==> src/design/rtc_pkg.sv <==
// Package: register map, field layout, reset values and timing for the RTC
`default_nettype none
package rtc_pkg;

  // ****************************************
  // Register offsets
  // ****************************************
  localparam logic [7:0] OFF_MATCH    = 8'h00;
  localparam logic [7:0] OFF_TICK     = 8'h04;
  localparam logic [7:0] OFF_TWO_SEC  = 8'h08;
  localparam logic [7:0] OFF_DAY      = 8'h0c;
  localparam logic [7:0] OFF_MODE     = 8'h10;
  localparam logic [7:0] OFF_FLAG     = 8'h14;
  localparam logic [7:0] OFF_CLK_CFG  = 8'h18;

  // ****************************************
  // Field positions
  // ****************************************
  localparam int MODE_LOAD_HI     = 7;
  localparam int MODE_LOAD_LO     = 6;
  localparam int MODE_MATCH_EN    = 5;
  localparam int MODE_PERIODIC_EN = 4;
  localparam int MODE_IGNORE_LSB  = 3;
  localparam int MODE_PERIOD_LSB  = 0;
  localparam int FLAG_MATCH       = 7;
  localparam int FLAG_PERIODIC    = 6;
  localparam int FLAG_MATCH_CLR   = 5;
  localparam int FLAG_PERIOD_CLR  = 4;
  localparam int CFG_POWER_ON     = 0;
  localparam int CFG_SOURCE       = 1;
  localparam int CFG_TUNE_LSB     = 2;
  localparam int CFG_BUSY         = 7;

  // ****************************************
  // Reset values
  // ****************************************
  localparam logic [31:0] MATCH_RESET  = 32'h0000_0000;
  localparam logic [15:0] COUNT_RESET  = 16'h0000;
  localparam logic [13:0] DAY_RESET    = 14'h0000;
  localparam logic [2:0]  PERIOD_RESET = 3'h2;
  localparam logic [1:0]  TUNE_RESET   = 2'h0;

  // ****************************************
  // Timing
  // ****************************************
  localparam int          SYS_CLK_NS      = 50;
  localparam int          SWITCH_WAIT_NS  = 16000;
  localparam int          SWITCH_CYCLES   =
    (SWITCH_WAIT_NS + SYS_CLK_NS - 1) / SYS_CLK_NS;
  localparam logic [15:0] DAY_UNITS       = 16'ha8c0;
  localparam logic [15:0] TICK_WRAP       = 16'hffff;
  localparam logic [19:0] PERIOD_BASE     = 20'h01000;

  // ****************************************
  // Types
  // ****************************************
  typedef struct packed {
    logic [7:0]  addr;
    logic [31:0] wdata;
    logic        wr;
    logic        rd;
  } bus_req_type;

  typedef struct packed {
    logic       power_on;
    logic [1:0] current_tune;
  } crystal_ctrl_type;

  typedef enum logic [1:0] {
    SRC_IDLE = 2'b00,
    SRC_WAIT = 2'b01
  } switch_state_type;

endpackage

`default_nettype wire

==> src/design/rtc_counter_timing_trigger.sv <==
// RTC counters with periodic timing, match trigger and clock source switch
// ****************************************
// Functional notes
// RQ1 - Match high half to 2s, low half to ticks
// RQ2 - Sixteen-bit read-only tick counter
// RQ3 - Sixteen-bit read-only two-second counter
// RQ4 - Fourteen-bit day counter, upper bits read zero
// RQ5 - High load copies match value into days
// RQ6 - Low load copies halves into 2s, ticks
// RQ7 - Software powers crystal before selecting it
// RQ8 - Software tunes crystal current during startup
// RQ9 - Source switch completes after sixteen microseconds
// RQ10 - Timing mode runs only when enabled
// RQ11 - Elapsed period sets timing flag, interrupt
// RQ12 - Writing timing clear bit clears flag
// RQ13 - Trigger compares only when enabled
// RQ14 - Counters equal match sets trigger flag
// RQ15 - Writing trigger clear bit clears flag
// RQ16 - Software computes match from delay seconds
// RQ17 - Period codes select 0.125 to 16 seconds
// RQ18 - Ignore option drops bit zero from compare
// RQ19 - Clear bits read one while mode disabled
// RQ20 - Load bits return to zero after load
// RQ21 - Ticks carry to 2s, 2s to days
// ****************************************
`timescale 1ns/1ns
`default_nettype none

module rtc_counter_timing_trigger (
  // Clock and reset
  input  wire logic                      sys_clk,
  input  wire logic                      nrst,
  // Register port
  input  wire rtc_pkg::bus_req_type      bus_req,
  output var  logic [31:0]               rdata,
  // Low-speed clock strobes, one sys_clk cycle per 32768 Hz edge
  input  wire logic                      internal_low_speed_osc_tick,
  input  wire logic                      external_low_speed_crystal_tick,
  // Crystal controls and events
  output var  rtc_pkg::crystal_ctrl_type crystal_ctrl,
  output var  logic                      periodic_irq,
  output var  logic                      match_irq
);
  import rtc_pkg::*;

  // ****************************************
  // Functions
  // ****************************************
  function automatic logic [19:0] period_limit(input logic [2:0] code);
    period_limit = PERIOD_BASE << code; // RQ17
  endfunction

  function automatic logic match_hit(input logic [31:0] now,
                                     input logic [31:0] target,
                                     input logic        skip_lsb);
    logic [31:0] mask;
    mask      = {31'h7fff_ffff, ~skip_lsb}; // RQ18
    match_hit = ((now ^ target) & mask) == 32'h0000_0000; // RQ1
  endfunction

  // ****************************************
  // State
  // ****************************************
  logic [31:0]      match_value;
  logic [15:0]      tick_count;
  logic [15:0]      two_sec_count;
  logic [13:0]      day_count;
  logic             load_hi_pending;
  logic             load_lo_pending;
  logic             match_enable;
  logic             periodic_enable;
  logic             ignore_lsb_option;
  logic [2:0]       period_select;
  logic [19:0]      period_count;
  logic             source_select;
  logic             active_source;
  switch_state_type switch_state;
  logic [8:0]       switch_count;
  logic             match_equal_prev;
  logic             tick_evt;
  logic             day_wrap;
  logic             match_equal;
  logic             periodic_fire;
  logic             match_fire;
  logic             wr_mode;
  logic             wr_flag;
  logic [31:0]      next_rdata;

  assign wr_mode  = bus_req.wr && bus_req.addr == OFF_MODE;
  assign wr_flag  = bus_req.wr && bus_req.addr == OFF_FLAG;
  assign day_wrap = two_sec_count == DAY_UNITS - 16'h0001;

  // The crystal only counts once powered, so a premature select stalls time
  assign tick_evt = active_source
                    ? (external_low_speed_crystal_tick && crystal_ctrl.power_on)
                    : internal_low_speed_osc_tick;

  // ****************************************
  // Software registers
  // ****************************************
  always_ff @(posedge sys_clk or negedge nrst)
  begin
    if (!nrst)
    begin
      match_value <= MATCH_RESET;
    end
    else if (bus_req.wr && bus_req.addr == OFF_MATCH)
    begin
      match_value <= bus_req.wdata;
    end
  end

  always_ff @(posedge sys_clk or negedge nrst)
  begin
    if (!nrst)
    begin
      match_enable      <= 1'b0;
      periodic_enable   <= 1'b0;
      ignore_lsb_option <= 1'b0;
      period_select     <= PERIOD_RESET;
    end
    else if (wr_mode)
    begin
      match_enable      <= bus_req.wdata[MODE_MATCH_EN];
      periodic_enable   <= bus_req.wdata[MODE_PERIODIC_EN];
      ignore_lsb_option <= bus_req.wdata[MODE_IGNORE_LSB];
      period_select     <= bus_req.wdata[MODE_PERIOD_LSB +: 3];
    end
  end

  // Load requests live one cycle, then drop once the copy is done
  always_ff @(posedge sys_clk or negedge nrst)
  begin
    if (!nrst)
    begin
      load_hi_pending <= 1'b0;
      load_lo_pending <= 1'b0;
    end
    else
    begin
      load_hi_pending <= wr_mode && bus_req.wdata[MODE_LOAD_HI]; // RQ20
      load_lo_pending <= wr_mode && bus_req.wdata[MODE_LOAD_LO]; // RQ20
    end
  end

  always_ff @(posedge sys_clk or negedge nrst)
  begin
    if (!nrst)
    begin
      crystal_ctrl  <= '{power_on: 1'b0, current_tune: TUNE_RESET};
      source_select <= 1'b0;
    end
    else if (bus_req.wr && bus_req.addr == OFF_CLK_CFG)
    begin
      crystal_ctrl.power_on     <= bus_req.wdata[CFG_POWER_ON];
      crystal_ctrl.current_tune <= bus_req.wdata[CFG_TUNE_LSB +: 2];
      source_select             <= bus_req.wdata[CFG_SOURCE];
    end
  end

  // ****************************************
  // Counters
  // ****************************************
  // Counters power up undefined in silicon; zero here keeps simulation clean
  always_ff @(posedge sys_clk or negedge nrst)
  begin
    if (!nrst)
    begin
      tick_count    <= COUNT_RESET;
      two_sec_count <= COUNT_RESET;
    end
    else if (load_lo_pending)
    begin
      two_sec_count <= match_value[31:16]; // RQ6
      tick_count    <= match_value[15:0]; // RQ6
    end
    else if (tick_evt)
    begin
      tick_count <= tick_count + 16'h0001; // RQ2
      if (tick_count == TICK_WRAP)
      begin
        two_sec_count <= day_wrap ? COUNT_RESET
                                  : two_sec_count + 16'h0001; // RQ3 RQ21
      end
    end
  end

  always_ff @(posedge sys_clk or negedge nrst)
  begin
    if (!nrst)
    begin
      day_count <= DAY_RESET;
    end
    else if (load_hi_pending)
    begin
      day_count <= match_value[13:0]; // RQ5
    end
    else if (tick_evt && !load_lo_pending && tick_count == TICK_WRAP
             && day_wrap)
    begin
      day_count <= day_count + 14'h0001; // RQ21
    end
  end

  // ****************************************
  // Periodic timing
  // ****************************************
  // Count stops and restarts from zero whenever the mode is off
  assign periodic_fire = periodic_enable && tick_evt
                         && period_count >= period_limit(period_select)
                            - 20'h00001; // RQ10 RQ17

  always_ff @(posedge sys_clk or negedge nrst)
  begin
    if (!nrst)
    begin
      period_count <= 20'h00000;
    end
    else if (!periodic_enable || periodic_fire)
    begin
      period_count <= 20'h00000; // RQ10
    end
    else if (tick_evt)
    begin
      period_count <= period_count + 20'h00001;
    end
  end

  // A set arriving with a clear wins, so no event is lost
  always_ff @(posedge sys_clk or negedge nrst)
  begin
    if (!nrst)
    begin
      periodic_irq <= 1'b0;
    end
    else if (periodic_fire)
    begin
      periodic_irq <= 1'b1; // RQ11
    end
    else if (wr_flag && periodic_enable && bus_req.wdata[FLAG_PERIOD_CLR])
    begin
      periodic_irq <= 1'b0; // RQ12
    end
  end

  // ****************************************
  // Match trigger
  // ****************************************
  // Edge of equality, so a cleared flag is not set again by the same count
  assign match_equal = match_hit({two_sec_count, tick_count}, match_value,
                                 ignore_lsb_option);
  assign match_fire  = match_enable && match_equal && !match_equal_prev;

  always_ff @(posedge sys_clk or negedge nrst)
  begin
    if (!nrst)
    begin
      match_equal_prev <= 1'b0;
    end
    else
    begin
      match_equal_prev <= match_equal && match_enable; // RQ13
    end
  end

  always_ff @(posedge sys_clk or negedge nrst)
  begin
    if (!nrst)
    begin
      match_irq <= 1'b0;
    end
    else if (match_fire)
    begin
      match_irq <= 1'b1; // RQ14
    end
    else if (wr_flag && match_enable && bus_req.wdata[FLAG_MATCH_CLR])
    begin
      match_irq <= 1'b0; // RQ15
    end
  end

  // ****************************************
  // Clock source switch
  // ****************************************
  always_ff @(posedge sys_clk or negedge nrst)
  begin
    if (!nrst)
    begin
      switch_state  <= SRC_IDLE;
      switch_count  <= 9'h000;
      active_source <= 1'b0;
    end
    else
    begin
      case (switch_state)
        SRC_IDLE:
        begin
          switch_count <= 9'h000;
          if (source_select != active_source)
          begin
            switch_state <= SRC_WAIT;
          end
        end
        SRC_WAIT:
        begin
          if (switch_count == 9'(SWITCH_CYCLES - 1))
          begin
            active_source <= source_select; // RQ9
            switch_state  <= SRC_IDLE;
          end
          else
          begin
            switch_count <= switch_count + 9'h001;
          end
        end
        default:
        begin
          switch_state <= SRC_IDLE;
        end
      endcase
    end
  end

  // ****************************************
  // Read path
  // ****************************************
  always_comb
  begin
    next_rdata = 32'h0000_0000;
    if (bus_req.rd)
    begin
      case (bus_req.addr)
        OFF_MATCH:   next_rdata = match_value;
        OFF_TICK:    next_rdata = {16'h0000, tick_count};
        OFF_TWO_SEC: next_rdata = {16'h0000, two_sec_count};
        OFF_DAY:     next_rdata = {18'h00000, day_count}; // RQ4
        OFF_MODE:
        begin
          next_rdata[MODE_LOAD_HI]          = load_hi_pending;
          next_rdata[MODE_LOAD_LO]          = load_lo_pending;
          next_rdata[MODE_MATCH_EN]         = match_enable;
          next_rdata[MODE_PERIODIC_EN]      = periodic_enable;
          next_rdata[MODE_IGNORE_LSB]       = ignore_lsb_option;
          next_rdata[MODE_PERIOD_LSB +: 3]  = period_select;
        end
        OFF_FLAG:
        begin
          next_rdata[FLAG_MATCH]      = match_irq;
          next_rdata[FLAG_PERIODIC]   = periodic_irq;
          next_rdata[FLAG_MATCH_CLR]  = !match_enable; // RQ19
          next_rdata[FLAG_PERIOD_CLR] = !periodic_enable; // RQ19
        end
        OFF_CLK_CFG:
        begin
          next_rdata[CFG_POWER_ON]      = crystal_ctrl.power_on;
          next_rdata[CFG_SOURCE]        = source_select;
          next_rdata[CFG_TUNE_LSB +: 2] = crystal_ctrl.current_tune;
          next_rdata[CFG_BUSY]          = switch_state == SRC_WAIT;
        end
        default:     next_rdata = 32'h0000_0000;
      endcase
    end
  end

  always_ff @(posedge sys_clk or negedge nrst)
  begin
    if (!nrst)
    begin
      rdata <= 32'h0000_0000;
    end
    else
    begin
      rdata <= next_rdata;
    end
  end

  // ****************************************
  // Assertions
  // ****************************************
  property p_load_low;
    @(posedge sys_clk) disable iff (!nrst)
    load_lo_pending |=> two_sec_count == $past(match_value[31:16])
                        && tick_count == $past(match_value[15:0]);
  endproperty
  a_load_low: assert property (p_load_low) // RQ6
    else $error("low load did not copy match value");

  property p_load_high;
    @(posedge sys_clk) disable iff (!nrst)
    load_hi_pending |=> day_count == $past(match_value[13:0]);
  endproperty
  a_load_high: assert property (p_load_high) // RQ5
    else $error("high load did not copy day value");

  property p_load_self_clear;
    @(posedge sys_clk) disable iff (!nrst)
    load_lo_pending && !wr_mode ##1 !wr_mode |=> !load_lo_pending;
  endproperty
  a_load_self_clear: assert property (p_load_self_clear) // RQ20
    else $error("load bit stayed set");

  property p_match_set;
    @(posedge sys_clk) disable iff (!nrst)
    match_enable && match_equal && !match_equal_prev |=> match_irq;
  endproperty
  a_match_set: assert property (p_match_set) // RQ14
    else $error("match did not set trigger flag");

  property p_match_gate;
    @(posedge sys_clk) disable iff (!nrst)
    !match_enable && !match_irq |=> !match_irq;
  endproperty
  a_match_gate: assert property (p_match_gate) // RQ13
    else $error("trigger flag set while disabled");

  property p_period_fire;
    @(posedge sys_clk) disable iff (!nrst)
    periodic_enable && tick_evt
      && period_count == period_limit(period_select) - 20'h00001
      |=> periodic_irq && period_count == 20'h00000;
  endproperty
  a_period_fire: assert property (p_period_fire) // RQ11
    else $error("period end did not set timing flag");

  property p_period_gate;
    @(posedge sys_clk) disable iff (!nrst)
    !periodic_enable && !periodic_irq |=> !periodic_irq;
  endproperty
  a_period_gate: assert property (p_period_gate) // RQ10
    else $error("timing flag set while disabled");

  property p_period_clear;
    @(posedge sys_clk) disable iff (!nrst)
    wr_flag && periodic_enable && bus_req.wdata[FLAG_PERIOD_CLR]
      && !periodic_fire |=> !periodic_irq;
  endproperty
  a_period_clear: assert property (p_period_clear) // RQ12
    else $error("timing flag not cleared");

  property p_clear_reads_one;
    @(posedge sys_clk) disable iff (!nrst)
    bus_req.rd && bus_req.addr == OFF_FLAG && !match_enable
      |=> rdata[FLAG_MATCH_CLR];
  endproperty
  a_clear_reads_one: assert property (p_clear_reads_one) // RQ19
    else $error("clear bit not one while disabled");

  property p_switch_delay;
    @(posedge sys_clk) disable iff (!nrst)
    active_source != $past(active_source)
      |-> $past(switch_count) == 9'(SWITCH_CYCLES - 1);
  endproperty
  a_switch_delay: assert property (p_switch_delay) // RQ9
    else $error("source switched too early");

  property p_day_upper_zero;
    @(posedge sys_clk) disable iff (!nrst)
    bus_req.rd && bus_req.addr == OFF_DAY |=> rdata[31:14] == 18'h00000;
  endproperty
  a_day_upper_zero: assert property (p_day_upper_zero) // RQ4
    else $error("day register upper bits not zero");

  property p_two_sec_carry;
    @(posedge sys_clk) disable iff (!nrst)
    tick_evt && !load_lo_pending && tick_count == TICK_WRAP && !day_wrap
      |=> two_sec_count == $past(two_sec_count) + 16'h0001
          && tick_count == COUNT_RESET;
  endproperty
  a_two_sec_carry: assert property (p_two_sec_carry) // RQ21
    else $error("tick wrap did not carry");

endmodule

`default_nettype wire

==> config.mk <==
export PLATFORM = sky130hd
export DESIGN_NAME = rtc_counter_timing_trigger
export DESIGN_NICKNAME = d
export VERILOG_FILES = /design/src/design/rtc_pkg.sv /design/src/design/rtc_counter_timing_trigger.sv
export SDC_FILE = /design/constraint.sdc
export NUM_CORES = 1
export LEC_CHECK = 0
export ABC_AREA = 1
export BUFFER_PORTS_ARGS = -buffer_cell sky130_fd_sc_hd__buf_2
export CAP_MARGIN = 10
export CORE_UTILIZATION = 35
export DETAILED_ROUTE_END_ITERATION = 8
export PLACE_DENSITY_LB_ADDON = 0.15
export SLEW_MARGIN = 20
export SYNTH_ARGS = -nofsm -noshare
export SYNTH_HDL_FRONTEND = slang
export SYNTH_SLANG_ARGS = --single-unit
==> constraint.sdc <==
create_clock -name sys_clk -period 3.47 [get_ports sys_clk]
set_input_delay 0.347 -clock sys_clk [delete_from_list [all_inputs] [get_ports sys_clk]]
set_output_delay 0.347 -clock sys_clk [all_outputs]
set_load 0.05 [all_outputs]
==> impl_metrics.csv <==
group,metric,value,unit
cts,cts_tree,"built",
detailed_routing,viasPerCell,4.90,
power,clockPowerShare,41.2,%
power,power,4610,µW
global_route,grt.overflow.total,0,
sta,finalMaxSlewViolations,0,
floorplanning,fp.dieH,163,µm
placement,port_buffers,82,
yosys,yosys.area.top_type,"dfrtp_1",
yosys,yosysWarnings,0,
min_path,hold_end,"crystal_ctrl[1]",
floorplanning,core-area,25300,µm²
detailed_routing,drtIter0Drc,589,
cts,path_clk_slew,0.07,ns
power,ir_worst_vdd,0.294,mV
detailed_routing,vias,8370,
cts,cts-resized-gates,0,
status,outcome,"complete, no violations",
detailed_routing,ant_nets,0,
worst_setup_path,timing.critical_path.to_type,"flop",
global_route,met3_usage,3.86,%
yosys,syn_inst,1285,
flow_run,drv_cap,0,
detailed_routing,wl_per_cell,16.0,µm
yosys,yosysSeqAreaShare,42.8,%
detailed_routing,drt_pass1_iterations,5,
cts,numClockSinks,156,
global_route,busiest_layer,"met2",
sta,finalSetupViolCount,0,
global_route,grt_first_pass_wirelength,43900,µm
cells_and_area,syn_to_final_growth,14.5,%
floorplanning,die_w,163,µm
sta,tightest_slew,0.847,ns
cts,htreeDepth,4,
yosys,ys_seq_elements,156,
power,pwr_density_cell,441,nW/µm²
cts,cts_buffers,17,
cells_and_area,nets,1426,
worst_setup_path,critical_path.max_fanout,16,
yosys,synth_area_leaders,"dfrtp_1 (43%), nand2_1 (15%), nor2_1 (7.1%)",
worst_setup_path,r2r_slack,0.74,ns
worst_setup_path,cp.arrival,3.03,ns
sta,finalHoldViolCount,0,
worst_setup_path,crit_type,"reg -> reg",
yosys,synth.distinct_cells,42,
yosys,synth_top_area_share,42.6,%
worst_setup_path,critical_path_required,3.77,ns
cts,cts-root-buf,"clkbuf_16",
cts,cts_setup_buffers,0,
cells_and_area,antenna_cells,0,
worst_setup_path,critPathLaunch,"period_select[0]",
worst_setup_path,reg2reg_from,"period_select[0]",
power,seqPwrFrac,45.1,%
power,p_sw,1420,µW
global_route,grt_usage,21.6,%
power,power_frac_comb,13.7,%
sta,layout_min_cycle_time,2.73,ns
floorplanning,pin_count,83,
detailed_routing,drc,0,
detailed_routing,drt-total-wl,27300,µm
sta,fin_skew,0.0224,ns
min_path,min_path_type,"in -> reg",
floorplanning,num_rows,58,
global_route,grt_max_degree,72,
cts,clock_latency,0.44,ns
min_path,hold_depth,3,
power,p_leak,0.00527,µW
yosys,synth_fp_nets,1345,
power,cellInternalPower,3190,µW
global_route,use_met2,34.0,%
worst_setup_path,r2r_cells,19,
sta,fin_crit_sh,78.6,%
placement,place_hpwl,20600,µm
min_path,hp-start,"bus_req[5]",
global_route,antenna_found_initial,0,
placement,routabilityCongestion,0.910,
global_route,grt_pass1_vias,8016,
cells_and_area,drive_above_1_share,11.6,%
power,sw_frac_of_total,30.7,%
floorplanning,die_area,26700,µm²
sta,rsz0062_at_grt,"no",
floorplanning,start_util,36.0,%
yosys,syn_area_per_cell,7.09,µm²
cts,hold_buffers,1,
sta,fin_setup_tns,0,ns
yosys,syn-cell-area,9110,µm²
cts,clock_path_buffers,2,
worst_setup_path,r2r_end,"period_count[17]",
worst_setup_path,start_kind,"flop",
sta,slew_headroom,43.4,%
sta,fmax,367,MHz
sta,worst_hold_slack,0.131,ns
global_route,grt.met1_usage,30.4,%
how the worst max path moves through the flow:
stage,to,slack [ns],depth (start not counted)
global route,period_count[17],0.35,19
detailed placement,period_count[11],0.74,19
finish,period_count[17],0.74,19
floorplan,period_count[13],1.01,21
global placement,period_count[17],0.78,19
CTS,period_count[17],0.71,19
synth_stat cells (all sizes together):
library cell    n
nor3           27
nand2         381
xor2           19
nor2          186
clkbuf         10
mux2            1
a21boi          5
conb            1
o31ai           2
nand4          21
o21a            4
dfrtp         155
nand3          90
a22oi           1
nor4            1
o221ai          7
nand3b          3
dfstp           1
a31oi           4
ha             14
o21bai          3
o22ai           9
inv           167
o21ai          87
xnor2           6
o211ai          5
o2111ai         1
a21oi          51
nor3b           2
buf            21
routing by layer:
layer  routed length [µm]  vias up
li1                     -     4256
met1                13100     3875
met2                12400      213
met3                 1400       26
met4                  418        0
met5                    0        -
cell type report:
type,count,area (µm²)
flip-flops and latches,156,3910
clock inverters,13,130
well taps,330,413
repair buffers,93,502
fillers,2680,14900
clock buffers,19,453
inverters,167,627
multi-input cells,931,4400
worst max-delay path, stage by stage, from the launching register on:
cell	delay [ns]
dfrtp_1	0.45
nor2_1	0.16
inv_1	0.07
nor2_1	0.13
inv_1	0.06
ha_1	0.21
inv_1	0.07
o21ai_0	0.07
nand2_1	0.07
nand2_1	0.06
ha_1	0.27
nand2_1	0.06
nor2_1	0.14
nand2_1	0.06
nor2_1	0.08
nand2_1	0.05
nand3_1	0.08
nand2_2	0.10
nand2_2	0.30
nor2_1	0.09
state kept, by name, indices dropped and copies added (netlist names):
name / count
period_count: 20
load_hi_pending: 1
source_select: 1
rdata: 32
tick_count: 16
switch_state: 1
ignore_lsb_option: 1
periodic_enable: 1
active_source: 1
periodic_irq: 1
day_count: 14
load_lo_pending: 1
match_enable: 1
two_sec_count: 16
switch_count: 9
match_value: 32
match_equal_prev: 1
period_select: 3
crystal_ctrl: 3
match_irq: 1
metrics by stage:
step	util (%)	std cells	cell area, µm²	worst slack [ns]
global placement	38.9	1676	9840	0.775
global route	41.2	1709	10400	0.352
detailed placement	38.9	1676	9840	0.741
finish	41.2	1709	10400	0.743
CTS	41.2	1709	10400	0.706
floorplan	-	1285	9110	1.01
power by group through the flow:
stage          combinational (µW)  sequential, µW  clock [µW]
2_1_floorplan                 433            2070           0
3_3_place_gp                  627            2110           0
3_5_place_dp                  629            2110           0
4_1_cts                       634            2070        1930
5_1_grt                       730            2100        2000
6_report                      631            2080        1900
cell families (layout without fill, tap and decap cells):
group	after synthesis	after routing	synth area share, %
AO/OA/AOI/OAI	179	179	10.9
XOR/XNOR	25	25	2.40
adder cells (fa/ha/maj)	14	14	1.92
buffers and inverters	198	292	8.83
flip-flops	156	156	42.8
multiplexers	1	1	0.124
other	1	1	0.0411
AND/OR/NAND/NOR	711	711	32.9
placed cells by master (no fill, tap or decap), drive strengths merged, types with 2 or more instances in the layout:
| cell type | n |
|---|---|
| xnor2 | 6 |
| a31oi | 4 |
| o31ai | 2 |
| ha | 14 |
| nand4 | 21 |
| o21a | 4 |
| clkbuf | 19 |
| nor3b | 2 |
| buf | 92 |
| o21bai | 3 |
| dfrtp | 155 |
| o211ai | 5 |
| clkinvlp | 2 |
| o21ai | 87 |
| a21boi | 5 |
| o221ai | 7 |
| nor2 | 186 |
| nor3 | 27 |
| inv | 173 |
| xor2 | 19 |
| o22ai | 9 |
| nand2 | 381 |
| nand3b | 3 |
| a21oi | 51 |
| clkinv | 4 |
| nand3 | 90 |
Note: power is estimated with default switching activity, not from simulation.
